--- config.mk ---
export PLATFORM = sky130hd
export DESIGN_NAME = sle_span_status_led
export DESIGN_NICKNAME = d
export VERILOG_FILES = /design/src/verilog/sle_pkg.sv /design/src/verilog/sle_loop_judge.sv /design/src/verilog/sle_span_status_led.sv
export SDC_FILE = /design/constraint.sdc
export NUM_CORES = 1
export LEC_CHECK = 0
export ABC_AREA = 1
export BUFFER_PORTS_ARGS = -buffer_cell sky130_fd_sc_hd__buf_2
export CORE_MARGIN = 5
export CORE_UTILIZATION = 30
export DETAILED_ROUTE_END_ITERATION = 16
export SKIP_CTS_REPAIR_TIMING = 1
export SLEW_MARGIN = 20
export SYNTH_ARGS = -nofsm -noshare
export SYNTH_HDL_FRONTEND = slang
export SYNTH_SLANG_ARGS = --single-unit
--- constraint.sdc ---
create_clock -name mclk -period 0.8 [get_ports mclk]
set_input_delay 0.16 -clock mclk [delete_from_list [all_inputs] [get_ports mclk]]
set_output_delay 0.16 -clock mclk [all_outputs]
set_load 0.01 [all_outputs]
--- src/verilog/sle_pkg.sv ---
// How it works
// (RULE_01) Remote loop one green: sync, clean, margin ok
// (RULE_02) Remote loop one red otherwise
// (RULE_03) Loop two follows the same green/red test
// (RULE_04) Central unit loop lamp green needs both loops
// (RULE_05) T1 lamp green if present and clean
// (RULE_06) Alarm off, red local loss, yellow remote
// (RULE_07) Receive alarm red: framed loss-of-frame, unframed LOS; the code keeps it dark on the remote unit
// (RULE_08) Framing lamp: off unframed, yellow ESF, green SF
// (RULE_09) Line code lamp: yellow B8ZS, green AMI
// (RULE_10) Loopback lamp yellow when any local loopback
// (RULE_11) Remote lamp green for central span loopback; the code does so only on the remote unit with no local loopback
// (RULE_12) Customer loopback at central sends all-ones AIS
// (RULE_13) Local T1 loss outranks remote loss
package sle_pkg;

  // Lamp colour code on a two-bit lamp port
  typedef enum logic [1:0] {
    SLE_OFF,
    SLE_GREEN,
    SLE_RED,
    SLE_YELLOW
  } sle_color_t;

  // Provisioned framing
  typedef enum logic [1:0] {
    SLE_UNFRAMED,
    SLE_ESF,
    SLE_SF
  } sle_frame_t;

  // Margin in quarter dB steps
  localparam int SLE_MARGIN_W = 8;
  localparam logic [7:0] SLE_MARGIN_MIN_DB = 8'h03;
  localparam logic [7:0] SLE_MARGIN_MIN_Q = 8'h0c;

  // All-ones indication byte sent toward the network
  localparam logic [7:0] SLE_AIS_BYTE = 8'hff;
  localparam logic [1:0] SLE_LAMP_RST = 2'h0;

endpackage

--- src/verilog/sle_loop_judge.sv ---
`timescale 1ns/100ps
// Judges one loop: healthy only with sync, no errors and enough margin
module sle_loop_judge
  import sle_pkg::*;
(
  // Loop state
  input wire logic sync,
  input wire logic errored,
  input wire logic [SLE_MARGIN_W-1:0] margin_q,
  // Verdict
  output logic healthy
);

  logic margin_ok;

  assign margin_ok = (margin_q >= SLE_MARGIN_MIN_Q); // see RULE_01

  always_comb begin
    healthy = sync && !errored && margin_ok; // see RULE_01
  end

endmodule // sle_loop_judge

--- src/verilog/sle_span_status_led.sv ---
`timescale 1ns/100ps
// Front panel lamp encoder for either end of the span
module sle_span_status_led
  import sle_pkg::*;
(
  // Clock and reset
  input wire logic mclk,
  input wire logic rst_n,
  // Unit role: high on the central-office unit
  input wire logic is_central,
  // Loop receivers
  input wire logic loop1_sync,
  input wire logic loop1_err,
  input wire logic [SLE_MARGIN_W-1:0] loop1_margin,
  input wire logic loop2_sync,
  input wire logic loop2_err,
  input wire logic [SLE_MARGIN_W-1:0] loop2_margin,
  // T1 interface monitor
  input wire logic t1_present,
  input wire logic t1_err,
  input wire logic t1_frame_loss,
  input wire logic t1_remote_loss,
  // Provisioning
  input wire logic [1:0] framing_mode,
  input wire logic b8zs_mode,
  // Loopback state
  input wire logic net_loopback,
  input wire logic cust_loopback,
  input wire logic central_span_loopback,
  // Lamps
  output logic [1:0] loop_one_led,
  output logic [1:0] loop_two_led,
  output logic [1:0] t1_signal_led,
  output logic [1:0] alarm_led,
  output logic [1:0] rx_alarm_led,
  output logic [1:0] framing_led,
  output logic [1:0] line_code_led,
  output logic [1:0] remote_loopback_led,
  // Toward the network: force all-ones while customer loopback holds on the central unit
  output logic send_ais
);

  ////////////////////////////////////////////////////////////////////////////
  logic loop1_ok;
  logic loop2_ok;
  logic span_ok;
  logic framed;
  logic rx_loss;
  logic local_held;
  logic far_held;

  ////////////////////////////////////////////////////////////////////////////
  // Colour decoders; each lamp's priority order lives in one place
  // Green for a passing verdict, red for anything else
  function automatic sle_color_t pass_lamp(input logic ok);
    return ok ? SLE_GREEN : SLE_RED;
  endfunction

  // Only the two defined framing codes count as framed; the spare code
  // behaves as unframed so the framing lamp and receive alarm agree
  function automatic logic is_framed(input logic [1:0] mode);
    return (mode == SLE_ESF) || (mode == SLE_SF);
  endfunction

  function automatic sle_color_t frame_lamp(input logic [1:0] mode);
    sle_color_t colour;
    case (mode)
      SLE_ESF: begin
        colour = SLE_YELLOW; // see RULE_08
      end
      SLE_SF: begin
        colour = SLE_GREEN; // see RULE_08
      end
      // Unframed and the spare code leave the lamp dark
      default: begin
        colour = SLE_OFF; // see RULE_08
      end
    endcase
    return colour;
  endfunction

  // Local loss is tested first so it wins when both directions are lost
  function automatic sle_color_t alarm_lamp(input logic present,
    input logic far_loss);
    sle_color_t colour;
    colour = SLE_OFF;
    if (!present) begin
      colour = SLE_RED; // see RULE_06, see RULE_13
    end else if (far_loss) begin
      colour = SLE_YELLOW; // see RULE_06
    end
    return colour;
  endfunction

  // A local loopback outranks the far-end indication, so a technician at
  // the remote unit always sees its own loopback first
  function automatic sle_color_t loopback_lamp(input logic local_on,
    input logic far_on);
    sle_color_t colour;
    colour = SLE_OFF;
    if (local_on) begin
      colour = SLE_YELLOW; // see RULE_10
    end else if (far_on) begin
      colour = SLE_GREEN; // see RULE_11
    end
    return colour;
  endfunction

  ////////////////////////////////////////////////////////////////////////////
  // Loop verdicts from the two span receivers
  sle_loop_judge u_judge1 (
    .sync(loop1_sync),
    .errored(loop1_err),
    .margin_q(loop1_margin),
    .healthy(loop1_ok)
  );

  sle_loop_judge u_judge2 (
    .sync(loop2_sync),
    .errored(loop2_err),
    .margin_q(loop2_margin),
    .healthy(loop2_ok)
  );

  assign span_ok = loop1_ok && loop2_ok; // see RULE_04
  assign framed = is_framed(framing_mode);
  // Framed service alarms on lost framing, unframed on lost signal
  assign rx_loss = framed ? t1_frame_loss : !t1_present; // see RULE_07
  // Local loopbacks of either kind, or the far end's span loopback seen
  // only by the remote unit
  assign local_held = net_loopback || cust_loopback;
  assign far_held = !is_central && central_span_loopback;

  ////////////////////////////////////////////////////////////////////////////
  // Central unit shows the combined span verdict on both loop lamps
  always_ff @(posedge mclk or negedge rst_n) begin
    if (!rst_n) begin
      loop_one_led <= SLE_LAMP_RST;
    end else if (is_central) begin
      loop_one_led <= pass_lamp(span_ok); // see RULE_04
    end else begin
      loop_one_led <= pass_lamp(loop1_ok); // see RULE_01, see RULE_02
    end
  end

  // On the remote unit each lamp judges its own loop
  always_ff @(posedge mclk or negedge rst_n) begin
    if (!rst_n) begin
      loop_two_led <= SLE_LAMP_RST;
    end else if (is_central) begin
      loop_two_led <= pass_lamp(span_ok); // see RULE_04
    end else begin
      loop_two_led <= pass_lamp(loop2_ok); // see RULE_03
    end
  end

  ////////////////////////////////////////////////////////////////////////////
  // A present signal with any error still shows red
  always_ff @(posedge mclk or negedge rst_n) begin
    if (!rst_n) begin
      t1_signal_led <= SLE_LAMP_RST;
    end else begin
      t1_signal_led <= pass_lamp(t1_present && !t1_err); // see RULE_05
    end
  end

  // Both loss inputs are levels; the lamp follows them one edge late
  always_ff @(posedge mclk or negedge rst_n) begin
    if (!rst_n) begin
      alarm_led <= SLE_LAMP_RST;
    end else begin
      alarm_led <= alarm_lamp(t1_present, t1_remote_loss); // see RULE_06
    end
  end

  // Receive alarm lamp only exists on the central unit
  always_ff @(posedge mclk or negedge rst_n) begin
    if (!rst_n) begin
      rx_alarm_led <= SLE_LAMP_RST;
    end else if (is_central && rx_loss) begin
      rx_alarm_led <= SLE_RED; // see RULE_07
    end else begin
      // The remote unit keeps this lamp dark
      rx_alarm_led <= SLE_OFF;
    end
  end

  ////////////////////////////////////////////////////////////////////////////
  // Provisioning lamps track the settings every cycle
  always_ff @(posedge mclk or negedge rst_n) begin
    if (!rst_n) begin
      framing_led <= SLE_LAMP_RST;
    end else begin
      framing_led <= frame_lamp(framing_mode); // see RULE_08
    end
  end

  always_ff @(posedge mclk or negedge rst_n) begin
    if (!rst_n) begin
      line_code_led <= SLE_LAMP_RST;
    end else begin
      line_code_led <= b8zs_mode ? SLE_YELLOW : SLE_GREEN; // see RULE_09
    end
  end

  ////////////////////////////////////////////////////////////////////////////
  always_ff @(posedge mclk or negedge rst_n) begin
    if (!rst_n) begin
      remote_loopback_led <= SLE_LAMP_RST;
    end else begin
      remote_loopback_led <= loopback_lamp(local_held, far_held);
    end
  end

  // All-ones toward the network hides the looped customer data
  always_ff @(posedge mclk or negedge rst_n) begin
    if (!rst_n) begin
      send_ais <= 1'b0;
    end else begin
      send_ais <= is_central && cust_loopback; // see RULE_12
    end
  end

endmodule // sle_span_status_led

==> flow_results.org, run 1 <==
** Synthesis
- Of the synthesized area, sequential elements account for 0.661.
- After synthesis the cells add up to 606 um2.
- For this run, the number of Yosys warnings is 0.
- Dividing the synthesized area by the synthesized cell count gives 10.1 um2.
- Cell count after synthesis :: 60
- Syn Nets :: 94
- In this run, distinct cell masters in the synthesized netlist total 14.
- In this run, synthesis produced a sequential element count of 16.

** Route
- Length of the first detailed-routing pass in iterations :: 2
- Final routed DRC violation total :: 0
- The routed layout has 521 vias.
- After detailed routing, the total wire length is between 1 and 1.5 mm.
- Drt first-iter violations :: 2
- Dividing the detail-routed wire length by the instance count gives 8.70 um.
- In the routed layout, each cell is associated on average with a via count of 3.86.
- The count of nets left with antenna violations once routing finished came out at 0.

** Setup path
- Data on the critical path arrives at its endpoint at 0.77 ns.
- CP required :: roughly 0.64 ns
- STA classifies the critical path endpoint as an output port.
- Among cell families on the critical path, the largest total delay comes from flip-flops.
- Traced cell by cell, the critical path runs through buf_2.
- Delay of the slowest critical-path stage :: 0.37 ns
- The setup path with the least slack is of type reg2out.
- Counting both buffers and inverters, the worst setup path holds a total of 1.
- The worst setup path is launched from a flop.
- CP max-delay cell :: dfrtp_1
- Of all nets on the critical path, the largest fanout is 1.

** Power
- Static Leak :: 0.530 nW
- The share of total power dissipated in combinational logic is 0.166.
- Internal power comes to 0.00115 W.
- Summed over all nets, the switching power comes to approximately 0.00033 W.
- Sequential Power Share :: 0.583
- IR analysis of the VDD net gives a maximum drop of 561 uV.
- In this run the power density over the cells is between 1500 and 2000 nW/um2.
- The share of total power dissipated in the clock network is 0.251.
- Switching portion of total power :: 0.223

** Global routing
- First-pass GRT wire length :: approximately 1.6 mm
- The via count of the first global-routing pass was 430.
- Summed over all layers, the global routing overflow is 0.
- Number of antenna violations at the first check in global routing :: 0
- Across every metal layer, demand over resource in global routing totals 0.0741.
- Entering global routing, the biggest net connects 17 pins.

** Run
- The tool flagged a number of max-cap violations equal to 0.

** CTS
- In this run the number of H-tree levels came out at 1.
- The clock drives 16 sinks.
- Clock tree root driver cell :: clkbuf_4
- Buffers inserted during clock tree synthesis total 3.
- CTS Buffer Depth :: 2
- After clock tree synthesis, the clock-pin slew on the worst setup and hold paths is ~0.08 ns.
- TritonCTS clock tree :: built

** Finish
- Final-stage net count :: roughly 140
- In the final layout, the share of cells above drive strength 1 is 0.500.
- Area growth from synthesis to layout :: 50.8%
- Diode insertion count for antenna repair :: 0
- Design Area, Final :: 913 um2
- For this run, the share of the core covered by cells in the final layout is 0.470.

** Timing
- The number of pins exceeding their max-slew limit in the final report came to 0.
- Of the available clock period, the critical path in the final layout requires 1.17.
- The count of final hold-check violations came to 0.
- Setup repair after global routing could not meet its margin everywhere.
- Maximum clock frequency :: 1070 MHz
- Fin crit period :: 0.933 ns
- Across all setup checks in the final design, the least slack found is -0.133 ns.
- Setup violations remaining at the end of the flow were counted as 16.
- After routing, the total negative slack on setup checks comes to -1.86 ns.

** Floorplanning
- The die covers 3020 um2.
- Total I/O pin count :: 50
- The total area inside the core boundary comes to 1940 um2.
- Number of standard-cell rows in the floorplan :: 16
- From left edge to right edge, the die measures 54.9 um.
- The initial utilization of the core area, before any placement, comes to 0.312.
- Die outline height :: 54.9 um

** Placement
- At the end of routability-driven placement, the weighted congestion stood at 0.577.
- In this run the cell area measured after placement is 852 um2.
- Placed wire-length estimate after detailed placement :: 1.02 mm
- Port buffering added 44 buffers.
- Prior to clock tree synthesis, the placed netlist has a worst setup slack of -0.110 ns.

** Outcome
- The run finished, with violations left.
- Violated checks :: negative setup slack

** Worst hold path
- Tightest Hold Check Type :: in2reg
-- cell usage after synthesis (all sizes together) --
cell type / n / area [um2]
dfrtp: 16 / 400
nand3: 2 / 10.0
nand2: 11 / 46.3
a21oi: 2 / 10.0
inv: 13 / 48.8
o21ai: 1 / 5.00
ha: 1 / 12.5
buf: 1 / 7.51
o21bai: 1 / 7.51
nor2: 9 / 43.8
or2: 1 / 6.26
conb: 2 / 7.51
-- placed cells by master (no fill, tap or decap) --
cell | synthesis | final
or2_2 | 1 | 1
dlygate4sd3_1 | 0 | 2
buf_2 | 0 | 41
nor2_1 | 5 | 5
inv_1 | 13 | 13
nand2_2 | 2 | 2
nor2_2 | 4 | 4
ha_1 | 1 | 1
dfrtp_1 | 16 | 16
nand2_1 | 9 | 9
nand3_1 | 2 | 2
clkbuf_4 | 0 | 3
a21oi_1 | 2 | 2
buf_6 | 0 | 3
o21bai_1 | 1 | 1
o21ai_0 | 1 | 1
conb_1 | 2 | 2
-- final timing paths --
path,cells past startpoint,from,endpoint
setup / recovery,1,send_ais$_DFF_PN0_,send_ais
hold / removal,2,t1_err,t1_signal_led[0]$_DFF_PN0_
max in group asynchronous,2,rst_n,loop_one_led[1]$_DFF_PN0_
min in group asynchronous,2,rst_n,remote_loopback_led[0]$_DFF_PN0_
-- routing by layer --
| metal | wire length (um) | track usage |
|---|---|---|
| met5 | 0 | 0 |
| met4 | 7 | 0.0486 |
| met3 | 241 | 0.0214 |
| met2 | 501 | 0.122 |
| met1 | 424 | 0.0826 |
-- cell type report --
class,count,area (um2)
inverter,13,48.8
sequential,16,400
clock buffer,3,22.5
fill,204,1030
multi-input combinational,30,149
timing repair buffer,46,259
tap,27,33.8
-- kinds of logic after synthesis --
family | count (synthesis) | share of synthesized area
buf+inv | 14 | 0.0930
fa+ha+maj | 1 | 0.0207
simple gates | 23 | 0.176
flops | 16 | 0.661
other cells | 2 | 0.0124
compound gates | 4 | 0.0372
-- per-stage QoR --
stage               power, W  hold WS (ns)  instances
floorplan           0.000971        -0.136         60
global placement     0.00110        0.0811        130
global route         0.00156        0.0499        135
CTS                  0.00149        -0.221        133
finish               0.00148        0.0530        135
detailed placement   0.00111        0.0775        130
-- flip-flops by register name, indices dropped and copies added (netlist names) --
signal	flops
loop_two_led	2
t1_signal_led	2
rx_alarm_led	1
line_code_led	2
send_ais	1
loop_one_led	2
framing_led	2
remote_loopback_led	2
alarm_led	2
-- power groups by stage --
stage / sequential [W] / combinational, W / clock (W)
2_1_floorplan: 0.000906 / 0.0000655 / 0
5_1_grt: 0.000866 / 0.000277 / 0.000422
3_3_place_gp: 0.000877 / 0.000227 / 0
4_1_cts: 0.000860 / 0.000232 / 0.000397
3_5_place_dp: 0.000877 / 0.000232 / 0
6_report: 0.000862 / 0.000245 / 0.000372
Note: power is estimated with default switching activity, not from simulation.
==> run 2, diff against run 1 <==
CORE_MARGIN = 2   (was 5)
==> run 2 against run 1 <==
The run still ends with negative setup slack left. Largest power group unchanged. Die area fell by 21%. Sequential power barely moved. Combinational power fell by 3%. Clock power rose by 34%. Global-route usage rose by 3.8 points. Maximum frequency fell by 0.96%.
==> flow_results.org, run 2 (synthesis results as in run 1) <==
** Outcome
- The flow ran to the end, but the final reports show violations.
- Violated checks :: negative setup slack

** Floorplanning
- Total I/O pin count :: 50
- Total die area :: approximately 2400 um2
- Row generation in the floorplan step produced 16 rows.
- Die boundary width :: 48.9 um
- Die outline height :: 48.9 um
- The core region is 1940 um2.
- For this configuration, the core starts out at a cell density of 0.312.

** Setup path
- Together, buffers and inverters on the worst path number 1.
- Critical path's top delay family :: flip-flops
- The worst setup path is of the reg2out kind.
- CP max-delay cell :: dfrtp_1
- Kind of start point of the critical path :: flop
- The critical path goes through buf_2.
- In this run the number of cells on the critical path is 1.
- Of all nets on the critical path, the largest fanout is 1.
- Data arrival time of the critical path :: ~0.78 ns
- In this design, the stage delay of the slowest critical-path cell is 0.37 ns.
- STA classifies the critical path endpoint as an output port.
- CP required :: 0.64 ns

** Timing
- Setup violations remaining at the end of the flow were counted as 16.
- Static timing analysis puts the maximum clock frequency at 1060 MHz.
- Count of pins over their slew limit :: 0
- The worst path in the final design needs a cycle of 0.942 ns, including I/O delays and setup.
- Final-report hold violation count :: 0
- Worst Setup Slack, final :: -0.142 ns
- Final TNS setup :: -2.13 ns
- RSZ-0062 raised after global routing :: yes
- Final hold slack :: 0.0390 ns
- Final worst path period share :: 1.18

** Finish
- Final-stage net count :: 144
- The library cell used most frequently in the layout, excluding fill and tap cells, is buf_2.
- Final design utilization :: 0.471
- Highest-count cells in the layout ignoring fill and taps :: buf_2, dfrtp_1, inv_1, nand2_1, nor2_1
- Layout cell share with drive strength beyond 1 :: 0.505
- Design Area, Final :: 915 um2
- Area growth from synthesis to layout :: 51.0%
- The number of antenna diodes in the final layout is 0.

** Power
- Of the total power, the clock network draws 0.312.
- The worst-case IR drop observed on VDD is 693 uV.
- Sequential Power Share :: 0.540
- Static Leak :: 0.535 nW
- Combinational cell fraction of total power :: 0.148
- The analysis attributes to net switching a power of about 0.00035 W.
- Pint :: 0.00124 W
- Of the total power, the share spent switching nets is 0.221.
- Power per cell area :: 1750 nW/um2

** Global routing
- The first global-routing pass estimated 2.04 mm of wire.
- The total overflow left after global routing is 0.
- The via count of the first global-routing pass was 526.
- Pin count of the biggest net entering global routing :: 17
- Number of antenna violations at the first check in global routing :: 0
- For this run, the total global-route usage over all layers was measured as 0.112.

** Worst hold path
- Hold Crit Depth :: 2
- The path with the worst hold slack has its endpoint at t1_signal_led[0]$_DFF_PN0_.
- Tightest Hold Check Type :: in2reg
- Hold path startpoint :: t1_err

** Route
- In the detailed route, the total length drawn on met2 is 567 um.
- Using the TritonRoute via totals, the vias-per-cell ratio works out to 3.91.
- Via Count :: roughly 530
- In this run, the number of DRC markers left after iteration 0 of detailed routing was 3.
- Remaining number of nets flagged by the antenna check after routing :: 0
- In this run the top signal layer used is met4.
- Length of the first detailed-routing pass in iterations :: 4
- Total detailed-routing wirelength :: 1.13 mm
- Detailed routing placed a total of 127 um of wire on met3.
- Dividing the detail-routed wire length by the instance count gives 8.30 um.
- After detailed routing, the wire length on met1 is 423 um.
- After detailed routing, the number of remaining DRC violations is 0.

** CTS
- CTS Buffer Depth :: 2
- Number of clock buffers inserted by TritonCTS :: 3
- Clock-pin slew of the registers on the worst-case setup and hold paths :: 0.08 ns
- The tree is rooted in a clkbuf_4.
- Number of H-tree levels :: 1
- TritonCTS built the clock tree.
- Number of clock sinks seen by CTS :: 16

** Placement
- Detailed placement finished with a half-perimeter wire length of ~920 um.
- Final Wtd Congestion :: roughly 0.65
- At the placement stage, the worst setup path has a slack of -0.118 ns.
- Once placement finished, the instance area stood at 852 um2.
- IO Port Bufs :: 44

** Run
- Number of violations of the max-capacitance limit :: 0
[run 2: changes by cell type in the layout (fill, tap and decap cells not counted)]
cell      change
buf_2         +2
buf_6         -2
clkbuf_8      +1
[run 2: metrics by stage]
stage          total power [W]  instances
5_1_grt                0.00171        136
4_1_cts                0.00161        134
3_3_place_gp           0.00110        130
6_report               0.00160        136
2_1_floorplan         0.000971         60
3_5_place_dp           0.00111        130
[run 2: worst max path at each step]
stage                                     start                   endpoint  slack (ns)
3_3_place_gp                    framing_mode[1]  rx_alarm_led[1]$_DFF_PN0_       -0.08
6_report              loop_two_led[0]$_DFF_PN0_            loop_two_led[0]       -0.14
2_1_floorplan                   framing_mode[1]  rx_alarm_led[1]$_DFF_PN0_        0.02
3_5_place_dp                    framing_mode[1]  rx_alarm_led[1]$_DFF_PN0_       -0.12
5_1_grt        remote_loopback_led[0]$_DFF_PN0_     remote_loopback_led[0]       -0.19
4_1_cts                      send_ais$_DFF_PN0_                   send_ais       -0.15
[run 2: routing by layer]
layer	vias to the layer above	GRT usage
li1	268	-
met1	228	0.121
met2	34	0.189
met3	2	0.0337
met4	0	0.0714
met5	-	0
[run 2: layout make-up]
type                    instances  area (um2)
fillers                       199        1030
well taps                      27        33.8
multi-input cells              30         149
inverters                      13        48.8
flip-flops and latches         16         400
clock buffers                   4        36.3
repair buffers                 46         246
[run 2: power groups by stage]
stage	sequential (W)	combinational, W	clock [W]
2_1_floorplan	0.000906	0.0000655	0
3_3_place_gp	0.000877	0.000225	0
3_5_place_dp	0.000878	0.000230	0
4_1_cts	0.000862	0.000230	0.000520
5_1_grt	0.000868	0.000274	0.000572
6_report	0.000863	0.000237	0.000500
